<file path="src/pkg/charge_seq_regs.vh">
// Constants for the battery charge sequencer: state codes, timing counts.
// Assumes a 10 MHz clk; included by the sequencer and input filter design files.
`ifndef CHARGE_SEQ_REGS_VH
`define CHARGE_SEQ_REGS_VH

`define CLK_HZ 10000000
// Filter length of the input debouncer, in clock cycles
`define DEB_CYCLES 16'h0010
// Conditioning timeout, seconds (default; parameter shortens it)
`define COND_TIMEOUT_S 1800
// Charge safety timeout default, seconds (set by capacitor in reality)
`define CHARGE_TIMEOUT_S 18000
// Detection routine test times, milliseconds
`define DISCHARGE_TEST_MS 1000
`define WAKE_TEST_MS 500
// Prescaler for the one-millisecond tick
`define MS_DIV_CYCLES (`CLK_HZ / 1000)
`define MS_DIV_W 14

// One-hot states
`define ST_W 10
`define ST_IDLE 10'h001
`define ST_SLEEP 10'h002
`define ST_COND 10'h004
`define ST_FAST 10'h008
`define ST_DONE 10'h010
`define ST_PREFAULT 10'h020
`define ST_TMOFAULT 10'h040
`define ST_OVP 10'h080
`define ST_DISCH 10'h100
`define ST_WAKE 10'h200

`endif

</file>
<file path="src/design/battery_charge_sequencer.v">
// Charge state machine of a switch-mode lithium charger.
// Assumes comparator results arrive asynchronously from the analog core.
//
// Notes on behaviour
// - Low battery at start enters conditioning.
// - Conditioning timer expiry stops charge, flags fault.
// - Precharge fault gives detect current; replacement clears.
// - Cell select picks one or two cell target.
// - Voltage regulation ends at termination current.
// - Safety timer backs termination; expiry is fault.
// - Recharge, reset, enable toggle, timer pin restart.
// - Timer pin low disables termination and timer.
// - Timer pin tied high disables timer only.
// - No supply puts device to sleep.
// - Status pins encode charging, done, else off.
// - Power good on above exit threshold.
// - Enable low allows charging, high inhibits.
// - Enable falling edge clears timers and faults.
// - Timeout above recharge: wait drop, then detect.
// - Timeout below recharge: detect current until rise.
// - Reset or enable toggle clears timeout fault.
// - Overvoltage stops switching until recharge level.
// - Temperature suspend stops switching, freezes timers.
// - Detection tests pass: absent; fail: new cycle.
`timescale 1ns/1ns
`default_nettype none
`include "charge_seq_regs.vh"

module battery_charge_sequencer #(
  parameter [31:0] COND_TIMEOUT_MS = `COND_TIMEOUT_S * 1000,
  parameter [31:0] CHARGE_TIMEOUT_MS = `CHARGE_TIMEOUT_S * 1000,
  parameter [31:0] DISCH_MS = `DISCHARGE_TEST_MS,
  parameter [31:0] WAKE_MS = `WAKE_TEST_MS
) (
  input wire clk,
  input wire rstn,
  input wire supply_present,
  input wire batt_below_low,
  input wire batt_below_recharge,
  input wire batt_below_short,
  input wire current_at_term,
  input wire over_voltage,
  input wire temp_ok,
  input wire charge_enable_n,
  input wire timer_ctrl_low,
  input wire timer_ctrl_high,
  input wire cell_select,
  output reg switch_enable,
  output reg precharge_mode,
  output reg two_cell_target,
  output reg detect_current_on,
  output reg discharge_current_on,
  output reg wake_current_on,
  output reg status_out_a_oe_n,
  output reg status_out_b_oe_n,
  output reg supply_good_n_oe_n
);

  ////////////////////////////////////////////////////////////////////////
  // Input conditioning

  localparam NIN = 12;
  wire [NIN-1:0] raw_in;
  wire [NIN-1:0] f;
  assign raw_in = {cell_select, timer_ctrl_high, timer_ctrl_low,
    charge_enable_n, temp_ok, over_voltage, current_at_term,
    batt_below_short, batt_below_recharge, batt_below_low,
    supply_present, 1'b0};

  genvar gi;
  generate
    for (gi = 0; gi < NIN; gi = gi + 1) begin : g_filt
      input_filter u_filt (
        .clk(clk),
        .rstn(rstn),
        .raw(raw_in[gi]),
        .init_level(1'b0),
        .level(f[gi])
      );
    end
  endgenerate

  wire supply_ok = f[1];
  wire below_low = f[2];
  wire below_rch = f[3];
  wire below_short = f[4];
  wire at_term = f[5];
  wire ovp = f[6];
  wire temp_good = f[7];
  wire ce_n = f[8];
  wire ttc_low = f[9];
  wire ttc_high = f[10];
  wire cells2 = f[11];

  ////////////////////////////////////////////////////////////////////////
  // Edges and millisecond tick

  reg ce_n_d;
  reg ttc_low_d;
  reg ready;
  reg [`MS_DIV_W-1:0] ms_div;
  reg ms_tick;

  // Filter outputs settle low after reset, so ignore edges until ready
  always @(posedge clk or negedge rstn) begin
    if (!rstn) begin
      ce_n_d <= 1'b0;
      ttc_low_d <= 1'b0;
      ready <= 1'b0;
      ms_div <= {`MS_DIV_W{1'b0}};
      ms_tick <= 1'b0;
    end else begin
      ce_n_d <= ce_n;
      ttc_low_d <= ttc_low;
      ready <= 1'b1;
      ms_tick <= 1'b0;
      if (ms_div == `MS_DIV_CYCLES - 1) begin
        ms_div <= {`MS_DIV_W{1'b0}};
        ms_tick <= 1'b1;
      end else begin
        ms_div <= ms_div + 1'b1;
      end
    end
  end

  wire ce_fall = ready && ce_n_d && !ce_n;
  wire ce_rise = ready && !ce_n_d && ce_n;
  wire ttc_rise = ready && ttc_low_d && !ttc_low;
  wire term_on = !ttc_low;
  wire safety_on = !ttc_low && !ttc_high;

  ////////////////////////////////////////////////////////////////////////
  // State machine

  reg [`ST_W-1:0] state;
  reg [`ST_W-1:0] next_state;
  reg flt_low_side;
  reg next_flt_low_side;
  wire cond_exp;
  wire chg_exp;
  wire test_exp;

  function is_charging;
    input [`ST_W-1:0] s;
    begin
      is_charging = (s == `ST_COND) || (s == `ST_FAST);
    end
  endfunction

  // Start of a cycle: conditioning when low, else fast charge
  function [`ST_W-1:0] start_state;
    input low;
    begin
      start_state = low ? `ST_COND : `ST_FAST;
    end
  endfunction

  wire suspend = is_charging(state) && !temp_good;
  wire timers_clear = (state != next_state && !is_charging(next_state))
    || (state == `ST_IDLE) || ce_fall || ttc_rise;
  wire test_clear = state != next_state;

  always @* begin
    next_state = state;
    next_flt_low_side = flt_low_side;
    case (state)
      `ST_IDLE: begin
        if (!supply_ok)
          next_state = `ST_SLEEP;
        else if (!ce_n && ready)
          next_state = start_state(below_low);
      end
      `ST_SLEEP: begin
        if (supply_ok)
          next_state = `ST_IDLE;
      end
      `ST_COND: begin
        if (below_low && cond_exp && safety_on)
          next_state = `ST_PREFAULT;
        else if (!below_low)
          next_state = `ST_FAST;
      end
      `ST_FAST: begin
        if (chg_exp && safety_on) begin
          next_state = `ST_TMOFAULT;
          next_flt_low_side = below_rch;
        end else if (term_on && at_term && !below_rch)
          next_state = `ST_DONE;
      end
      `ST_DONE: begin
        if (below_rch)
          next_state = `ST_DISCH;
      end
      `ST_PREFAULT: begin
        if (!below_low)
          next_state = `ST_IDLE;
      end
      `ST_TMOFAULT: begin
        if (flt_low_side) begin
          if (!below_rch)
            next_flt_low_side = 1'b0;
        end else if (below_rch)
          next_state = `ST_DISCH;
      end
      `ST_OVP: begin
        if (below_rch)
          next_state = `ST_IDLE;
      end
      `ST_DISCH: begin
        if (test_exp)
          next_state = below_short ? `ST_WAKE : `ST_IDLE;
      end
      `ST_WAKE: begin
        if (test_exp)
          next_state = below_rch ? `ST_IDLE : `ST_DONE;
      end
      default: next_state = `ST_IDLE;
    endcase
    // Global overrides, strongest last
    if (state != `ST_SLEEP && state != `ST_OVP && ovp && supply_ok)
      next_state = `ST_OVP;
    if (ce_n && state != `ST_SLEEP)
      next_state = `ST_IDLE;
    if (ce_fall || ce_rise)
      next_state = `ST_IDLE;
    if (ttc_rise && state != `ST_SLEEP)
      next_state = `ST_IDLE;
    if (!supply_ok)
      next_state = `ST_SLEEP;
  end

  always @(posedge clk or negedge rstn) begin
    if (!rstn) begin
      state <= `ST_IDLE;
      flt_low_side <= 1'b0;
    end else begin
      state <= next_state;
      flt_low_side <= next_flt_low_side;
    end
  end

  ////////////////////////////////////////////////////////////////////////
  // Timers

  seconds_timer u_cond_tmr (
    .clk(clk),
    .rstn(rstn),
    .clear(timers_clear || state != `ST_COND),
    .run(!suspend),
    .tick(ms_tick),
    .limit_ms(COND_TIMEOUT_MS),
    .expired(cond_exp)
  );

  seconds_timer u_chg_tmr (
    .clk(clk),
    .rstn(rstn),
    .clear(timers_clear),
    .run(is_charging(state) && !suspend && safety_on),
    .tick(ms_tick),
    .limit_ms(CHARGE_TIMEOUT_MS),
    .expired(chg_exp)
  );

  seconds_timer u_test_tmr (
    .clk(clk),
    .rstn(rstn),
    .clear(test_clear),
    .run(state == `ST_DISCH || state == `ST_WAKE),
    .tick(ms_tick),
    .limit_ms(state == `ST_WAKE ? WAKE_MS : DISCH_MS),
    .expired(test_exp)
  );

  // Detection passed: rest in done, but both status pins stay off
  reg absent;
  wire next_absent = next_state == `ST_DONE && (absent || state == `ST_WAKE);

  always @(posedge clk or negedge rstn) begin
    if (!rstn)
      absent <= 1'b0;
    else
      absent <= next_absent;
  end

  ////////////////////////////////////////////////////////////////////////
  // Registered outputs; open-drain enable low means pin pulled low

  always @(posedge clk or negedge rstn) begin
    if (!rstn) begin
      switch_enable <= 1'b0;
      precharge_mode <= 1'b0;
      two_cell_target <= 1'b0;
      detect_current_on <= 1'b0;
      discharge_current_on <= 1'b0;
      wake_current_on <= 1'b0;
      status_out_a_oe_n <= 1'b1;
      status_out_b_oe_n <= 1'b1;
      supply_good_n_oe_n <= 1'b1;
    end else begin
      switch_enable <= is_charging(next_state) && !suspend
        && next_state == state;
      precharge_mode <= next_state == `ST_COND;
      two_cell_target <= cells2;
      detect_current_on <= next_state == `ST_PREFAULT ||
        (next_state == `ST_TMOFAULT && next_flt_low_side);
      discharge_current_on <= next_state == `ST_DISCH;
      wake_current_on <= next_state == `ST_WAKE;
      status_out_a_oe_n <= !(is_charging(next_state) && !suspend);
      status_out_b_oe_n <= !(next_state == `ST_DONE
        && !next_absent);
      supply_good_n_oe_n <= !(supply_ok && next_state != `ST_SLEEP);
    end
  end
endmodule
`default_nettype wire

</file>
<file path="src/design/input_filter.v">
// Three-flop synchroniser and debouncer for one asynchronous input.
// Assumes the input may change at any time relative to clk.
`timescale 1ns/1ns
`default_nettype none
`include "charge_seq_regs.vh"

module input_filter (
  input wire clk,
  input wire rstn,
  input wire raw,
  input wire init_level,
  output reg level
);
  reg sync_a;
  reg sync_b;
  reg sync_c;
  reg [15:0] count;

  always @(posedge clk or negedge rstn) begin
    if (!rstn) begin
      sync_a <= 1'b0;
      sync_b <= 1'b0;
      sync_c <= 1'b0;
    end else begin
      sync_a <= raw;
      sync_b <= sync_a;
      sync_c <= sync_b;
    end
  end

  // Level accepted only after it holds steady for the filter time
  always @(posedge clk or negedge rstn) begin
    if (!rstn) begin
      count <= 16'h0000;
      level <= 1'b0;
    end else if (sync_b != sync_c || sync_c == level) begin
      count <= 16'h0000;
    end else if (count == `DEB_CYCLES - 16'h0001) begin
      count <= 16'h0000;
      level <= sync_c;
    end else begin
      count <= count + 16'h0001;
    end
  end
  // init_level unused by design: reset value fixed low for all inputs
  wire unused_init = init_level;
endmodule
`default_nettype wire

</file>
<file path="src/design/seconds_timer.v">
// Millisecond-tick timer with clear, freeze and expiry flag.
// Assumes tick is a one-cycle pulse from the caller's prescaler.
`timescale 1ns/1ns
`default_nettype none

module seconds_timer (
  input wire clk,
  input wire rstn,
  input wire clear,
  input wire run,
  input wire tick,
  input wire [31:0] limit_ms,
  output reg expired
);
  reg [31:0] count;

  always @(posedge clk or negedge rstn) begin
    if (!rstn) begin
      count <= 32'h00000000;
      expired <= 1'b0;
    end else if (clear) begin
      count <= 32'h00000000;
      expired <= 1'b0;
    end else if (run && tick && !expired) begin
      if (count + 32'h00000001 >= limit_ms)
        expired <= 1'b1;
      count <= count + 32'h00000001;
    end
  end
endmodule
`default_nettype wire

</file>
<file path="config.mk">
export PLATFORM = sky130hd
export DESIGN_NAME = battery_charge_sequencer
export DESIGN_NICKNAME = d
export VERILOG_FILES = /design/src/design/battery_charge_sequencer.v /design/src/design/input_filter.v /design/src/design/seconds_timer.v
export VERILOG_INCLUDE_DIRS = /design/src /design/src/pkg
export SDC_FILE = /design/constraint.sdc
export NUM_CORES = 1
export LEC_CHECK = 0
export BUFFER_PORTS_ARGS = -buffer_cell sky130_fd_sc_hd__buf_2
export CAP_MARGIN = 20
export CORE_ASPECT_RATIO = 1.1
export CORE_MARGIN = 2
export CORE_UTILIZATION = 56
export DETAILED_ROUTE_END_ITERATION = 12
export PLACE_DENSITY = 0.85
export SLEW_MARGIN = 20
export SYNTH_ARGS = -nofsm -noshare
export SYNTH_HDL_FRONTEND = slang
export SYNTH_HIERARCHICAL = 1
export SYNTH_SLANG_ARGS = --single-unit
</file>
<file path="constraint.sdc">
create_clock -name clk -period 3.7 [get_ports clk]
set_clock_uncertainty 0.05 [all_clocks]
set_input_delay 0.555 -clock clk [delete_from_list [all_inputs] [get_ports clk]]
set_output_delay 0.555 -clock clk [all_outputs]
set_load 0.1 [all_outputs]
</file>
==> impl_metrics.tcl, run 1 <==
set metrics [dict create \
    run_status "complete, no violations" \
    finalHoldViolCount 0 \
    synth.top_cell.area_share_pct 40.55 \
    synth_cell_type_count 77 \
    cts_tree "built" \
    cts_buffer_depth 3 \
    grt_overflow_total 0 \
    netlist_area_um2 21840 \
    end_kind "flip-flop" \
    clock.fmax_mhz 274.8 \
    route.detailed.drc 0 \
    num_antenna_cells 0 \
    synth_cells 2319 \
    synth_area_leaders "dfrtp_1, xnor2_1, ha_1, nor2_1, xor2_1" \
    clkLatencyLatePin_ps 550 \
    synth_fa_ha_area_share_pct 6.358 \
    required_ps 4090 \
    worst-endpoint-arrival_ps 4030 \
    reg2reg_to "u_test_tmr/expired" \
    place_congestion 0.9154 \
    async_reset_ff_share_pct 100.0 \
    final.period_utilization_pct 98.36 \
    wl_per_cell_um 15.12 \
    antenna_found_initial 0 \
    die_h_um 211.1 \
    cts.htree.levels 2 \
    via_per_inst 5.711 \
    drt-initial-drc-count 1097 \
    synth.largest_area_cell "dfrtp_1" \
    slew_headroom_pct 43.27 \
    fillers 2959 \
    synth_edf_count 0 \
    cellPowerDensity_nw_per_um2 346.3 \
    critPathKind "reg2reg" \
    fin_nets 2579 \
    hpwl_mm 31.23 \
    syn2layout_area_growth_pct 11.62 \
    irDropWorstVdd_mv 0.6012 \
    reg2reg_depth 12 \
    synthMuxAreaShare_pct 0.2005 \
    grt_pass1_vias 17192 \
    portBuffers 21 \
    drive_above_1_share_pct 12.07 \
    synthFlopType "dfrtp_1" \
    synth_compound_area_share_pct 6.856 \
    setup_viol_count_final 0 \
    whs_ps 21.76 \
    boundaryPins 22 \
    cts.sink_count 358 \
    timing.rr.start "state[6]" \
    clk_transition_reported_paths_ps 60 \
    cp_max_fo 6 \
    synth_seq_cells 358 \
    vias 17053 \
    clockRootBuffer "clkbuf_16" \
    grt_usage_pct 23.12 \
    floorplan.die_area_um2 40610 \
    start_util_pct 57.06 \
    fin_crit_ps 3639 \
    hold_buffers 0 \
    grt_pass1_wl_mm 78.78 \
    grt_max_degree 108 \
    numCtsBuffers 39 \
    core_area_um2 38290 \
    hold_class "in2async" \
    ys.warnings.count 6 \
    drtAntennaViolNets 0 \
    wirelength_mm 45.14 \
    die-width_um 192.3 \
    slew_viol_final 0 \
    rsz0062_at_grt "true" \
    worst_pin_slew_ps 851.0 \
    pre_cts_ws_ps 32.87 \
    crit_path_start_kind "flip-flop" \
    final_core_util_pct 63.69 \
    syn_avg_cell_area_um2 9.420 \
    synthXorXnorAreaFrac_pct 12.75 \
    drt_pre_antenna_iters 5 \
    synth-seq-area-share_pct 41.03 \
    worst_slack_ps 60.78 \
    synth_top_family_by_area "simple AND/OR/NAND/NOR gates" \
    fin_area_um2 24380 \
    r2r_setup_slack_ps 60 \
    synthSimpleGateAreaFrac_pct 28.05 \
    dpl_cell_area_um2 22860 \
    row_count 75 \
    p_leak_nw 10.66 \
    maxCapViolCount 0 \
]
## per-stage QoR
step	total power, W	cells	TNS [ps]
finish	0.008444	2986	0
detailed placement	0.004278	2912	0
CTS	0.008531	2984	0
floorplan	0.004164	2410	0
global placement	0.004267	2912	0
global route	0.008720	2986	-111.5
## registers in the layout, indices dropped and copies added (netlist names), 10 cells and up
signal / cells
g_filt.u_filt/count: 176
g_filt.u_filt/level: 11
g_filt.u_filt/sync_a: 11
g_filt.u_filt/sync_b: 11
g_filt.u_filt/sync_c: 11
ms_div: 14
state: 10
u_chg_tmr/count: 32
u_cond_tmr/count: 32
u_test_tmr/count: 32
## layout make-up
type	count	area [um2]	share of cell area [%]
Inverter	136	510.5	2.094
Timing Repair Buffer	73	580.6	2.381
Tap cell	500	625.6	2.566
Multi-Input combinational cell	1847	12290	50.38
Sequential cell	358	8964	36.76
Clock inverter	20	291.5	1.196
Clock buffer	52	1126	4.618
## how the worst max path moves through the flow
| stage | start | end | slack (ps) | cells after the start |
|---|---|---|---|---|
| after floorplan | state[4] | u_test_tmr/expired | 120 | 15 |
| after global placement | state[6] | u_test_tmr/expired | 110 | 13 |
| after detailed placement | state[6] | u_cond_tmr/expired | 30 | 13 |
| after CTS | state[3] | u_test_tmr/expired | 6 | 14 |
| after global routing | state[3] | u_test_tmr/expired | -110 | 14 |
| final | state[6] | u_test_tmr/expired | 60 | 12 |
## logic make-up (layout without fill, tap and decap cells)
kind of cell / count (synthesis) / count (layout)
and+or+nand+nor: 1089 / 1089
DFF: 358 / 358
xor gates and xnor gates: 318 / 318
AOI/OAI and AO/OA: 232 / 232
buffers and inverters: 205 / 281
adders and majority gates: 111 / 111
muxes: 4 / 4
other: 2 / 93
## synth_stat cells (36+ instances only)
| cell type | number |
|---|---|
| a21oi_1 | 78 |
| and3_1 | 36 |
| dfrtp_1 | 354 |
| ha_1 | 111 |
| inv_1 | 136 |
| nand2_1 | 171 |
| nand3_1 | 126 |
| nand4_1 | 69 |
| nor2_1 | 303 |
| nor3_1 | 86 |
| nor4_1 | 44 |
| nor4_2 | 38 |
| o21ai_0 | 43 |
| xnor2_1 | 198 |
| xor2_1 | 120 |
## where the power goes
part | internal [W] | total (W) | switching (W)
Sequential | 0.00395 | 0.00397 | 0.0000249
Combinational | 0.0000640 | 0.000240 | 0.000176
Clock | 0.00258 | 0.00423 | 0.00165
Total | 0.00659 | 0.00844 | 0.00185
## layout by cell type, fill, tap and decap left out, types with 8 or more instances in the layout
cell	n
conb_1	93
or3_1	10
nor4_1	42
o22ai_1	12
nor2b_1	20
dfrtp_1	354
ha_1	111
o21ai_0	42
nand2_2	17
o211ai_1	15
and2_1	16
nand2b_1	23
xor2_1	120
xnor2_1	197
and4_1	13
inv_1	136
nand2_1	171
o31ai_1	24
nor2_1	302
nor2_2	12
nand3_1	125
nor3_1	85
and2_2	9
nand4_1	69
clkbuf_16	40
nor4_2	40
buf_4	46
clkbuf_8	8
and3_1	36
nand4_4	11
a21oi_1	77
a21o_1	8
a211oi_1	8
nand4_2	14
or4_1	23
buf_2	20
## metal layers
metal / vias up / wire length, um / part of all wire [%] / global-route usage, %
met5: - / 0 / 0 / 0
met4: 0 / 1491 / 3.3 / 8.713
met3: 105 / 1592 / 3.5 / 2.642
met2: 353 / 23080 / 51 / 40.92
met1: 8335 / 18980 / 42 / 28.93
li1: 8260 / - / - / -
## worst max-delay path: stages (launching register included)
cell,delay (ps)
dfrtp_1,380
or4_4,610
nor4_2,390
o21a_4,210
o2111ai_2,170
o21a_1,250
or3b_4,400
or3_4,390
nand3b_1,160
nor2_1,90
nand3_1,130
o32a_1,240
o31ai_2,70
## repair_timing
| action | CTS | global route |
|---|---|---|
| endpoints found under the setup margin | 1 | 23 |
| resized for setup | 3 | 16 |
| buffers inserted | 0 | 2 |
| pin swaps | 0 | 12 |
Note: power is estimated with default switching activity, not from simulation.
==> inputs of run 2 (changes only) <==
--- a/config.mk
+++ b/config.mk
@@ -9,10 +9,10 @@
 export BUFFER_PORTS_ARGS = -buffer_cell sky130_fd_sc_hd__buf_2
 export CAP_MARGIN = 20
 export CORE_ASPECT_RATIO = 1.1
-export CORE_MARGIN = 2
+export CORE_MARGIN = 3
 export CORE_UTILIZATION = 56
 export DETAILED_ROUTE_END_ITERATION = 12
-export PLACE_DENSITY = 0.85
+export PLACE_DENSITY = 0.73
 export SLEW_MARGIN = 20
 export SYNTH_ARGS = -nofsm -noshare
 export SYNTH_HDL_FRONTEND = slang
==> impl_metrics.tcl, run 2 (synthesis gave the netlist of run 1 again) <==
set metrics [dict create \
    regMostFlops "g_filt.u_filt/count" \
    place_congestion 0.8839 \
    row_count 75 \
    clk_transition_reported_paths_ps 60 \
    cts.htree.levels 2 \
    drtAntennaViolNets 0 \
    drt-initial-drc-count 899 \
    end_kind "flip-flop" \
    via_per_inst 5.546 \
    hold_class "in2reg" \
    finalHoldViolCount 0 \
    cellPowerDensity_nw_per_um2 354.8 \
    power_frac_comb_pct 2.8 \
    boundaryPins 22 \
    syn2layout_area_growth_pct 12.73 \
    numCtsBuffers 41 \
    num_antenna_cells 0 \
    grt_pass1_wl_mm 77.10 \
    start_util_pct 57.06 \
    crit_path_start_kind "flip-flop" \
    route.detailed.drc 0 \
    cp_max_fo 4 \
    core_area_um2 38290 \
    whs_ps 44.49 \
    largest_reg_flops 176 \
    pwr-share-clk_pct 51.8 \
    maxCapViolCount 0 \
    vias 16671 \
    drive_above_1_share_pct 12.61 \
    final.period_utilization_pct 96.44 \
    grtUsageMet1_pct 27.84 \
    fillers 3111 \
    worst_pin_slew_ps 708.1 \
    grt_pass1_vias 16540 \
    wirelength_mm 44.29 \
    run_status "complete, no violations" \
    die_h_um 213.1 \
    met3_usage_pct 2.872 \
    switching_share_pct 21.26 \
    power.switching_w 0.001858 \
    grt_overflow_total 0 \
    slew_viol_final 0 \
    cts_tree "built" \
    required_ps 4120 \
    grt_max_degree 88 \
    drt_pre_antenna_iters 6 \
    seqCellArea_um2 8964 \
    clockRootBuffer "clkbuf_16" \
    fin_crit_ps 3568 \
    slew_headroom_pct 52.79 \
    floorplan.die_area_um2 41420 \
    top_usage_layer "met2" \
    grt_usage_pct 21.73 \
    intPower_w 0.006880 \
    worst-endpoint-arrival_ps 3990 \
    antenna_found_initial 0 \
    portBuffers 21 \
    grt_util_met2_pct 38.61 \
    clkLatencyLatePin_ps 570 \
    cts_buffer_depth 3 \
    fin_nets 2597 \
    final_cell_mix "dfrtp_1, nor2_1, xnor2_1" \
    mostFrequentLayoutCell "dfrtp_1" \
    p_leak_nw 10.79 \
    final_core_util_pct 64.32 \
    setup_viol_count_final 0 \
    seqPwrFrac_pct 45.5 \
    hpwl_mm 31.13 \
    clock.fmax_mhz 280.2 \
    critPathKind "reg2reg" \
    wl_per_cell_um 14.73 \
    rsz0062_at_grt "true" \
    multi_input_area_um2 12280 \
    die-width_um 194.3 \
    cts.sink_count 358 \
    irDropWorstVdd_mv 0.3937 \
]
## run 2: cell count changes in the layout (fill, tap and decap cells not counted), sizes merged
cell         delta
buf            +15
bufinv          +3
clkbuf          +3
clkinv          -1
dlygate4sd3     +1
inv             -1
## run 2: final timing paths
path	cells after the start	slack (ps)	endpoint	start
worst min register to register	0	290	g_filt[1].u_filt/sync_b	g_filt[1].u_filt/sync_a
worst min-delay path	1	40	g_filt[5].u_filt/sync_a	current_at_term
worst max-delay path	13	130	u_chg_tmr/expired	state[6]
worst max register to register	13	130	u_chg_tmr/expired	state[6]
min in group asynchronous	2	560	g_filt[4].u_filt/count[4]	rstn
max in group asynchronous	3	2170	status_out_a_oe_n	rstn
## run 2: timing repair
item,in CTS,in global routing
pin swaps,0,4
setup endpoints to repair,1,47
endpoints found under the hold margin,60,0
setup buffers,0,3
gates resized for setup,1,21
hold buffers,1,0
## run 2: area by class of cell
type	instances	share of cell area [%]
multi-input combinational	1847	49.88
sequential	358	36.40
clock buffer	55	4.751
timing repair buffer	89	2.850
tap	500	2.541
inverter	136	2.073
clock inverter	21	1.504
## run 2: power groups by stage
| stage | sequential [W] | clock [W] | combinational [W] |
|---|---|---|---|
| final | 0.00397 | 0.00453 | 0.000241 |
| after global routing | 0.00397 | 0.00481 | 0.000288 |
| after CTS | 0.00397 | 0.00464 | 0.000245 |
| after detailed placement | 0.00404 | 0 | 0.000243 |
| after global placement | 0.00404 | 0 | 0.000233 |
| after floorplan | 0.00404 | 0 | 0.000129 |
## run 2: through the flow
step                power [W]  std cells  area, um2  worst slack [ps]  setup TNS (ps)
finish               0.008738       3006      24620             131.6               0
floorplan            0.004164       2410      22190             118.0               0
CTS                  0.008858       3003      24510             18.74               0
detailed placement   0.004285       2926      22950             17.15               0
global route         0.009075       3006      24620            -73.87          -94.71
global placement     0.004273       2926      22950             123.0               0
## run 2: layer usage
| metal | vias up | share of wire [%] |
|---|---|---|
| met4 | 0 | 2.3 |
| met1 | 8119 | 45 |
| met5 | - | 0 |
| met2 | 214 | 50 |
| met3 | 62 | 3.0 |
| li1 | 8276 | - |
## run 2: critical path, cell delays in order (launching register included)
cell and delay (ps):
dfrtp_1 380, or4_4 610, o31ai_4 290, and2b_2 300
nor4_4 290, o21a_1 140, o211ai_1 130, o41ai_2 410
buf_4 170, nand2_1 100, nand3b_1 170, nor2_1 90
nand3_1 100, o31ai_1 260
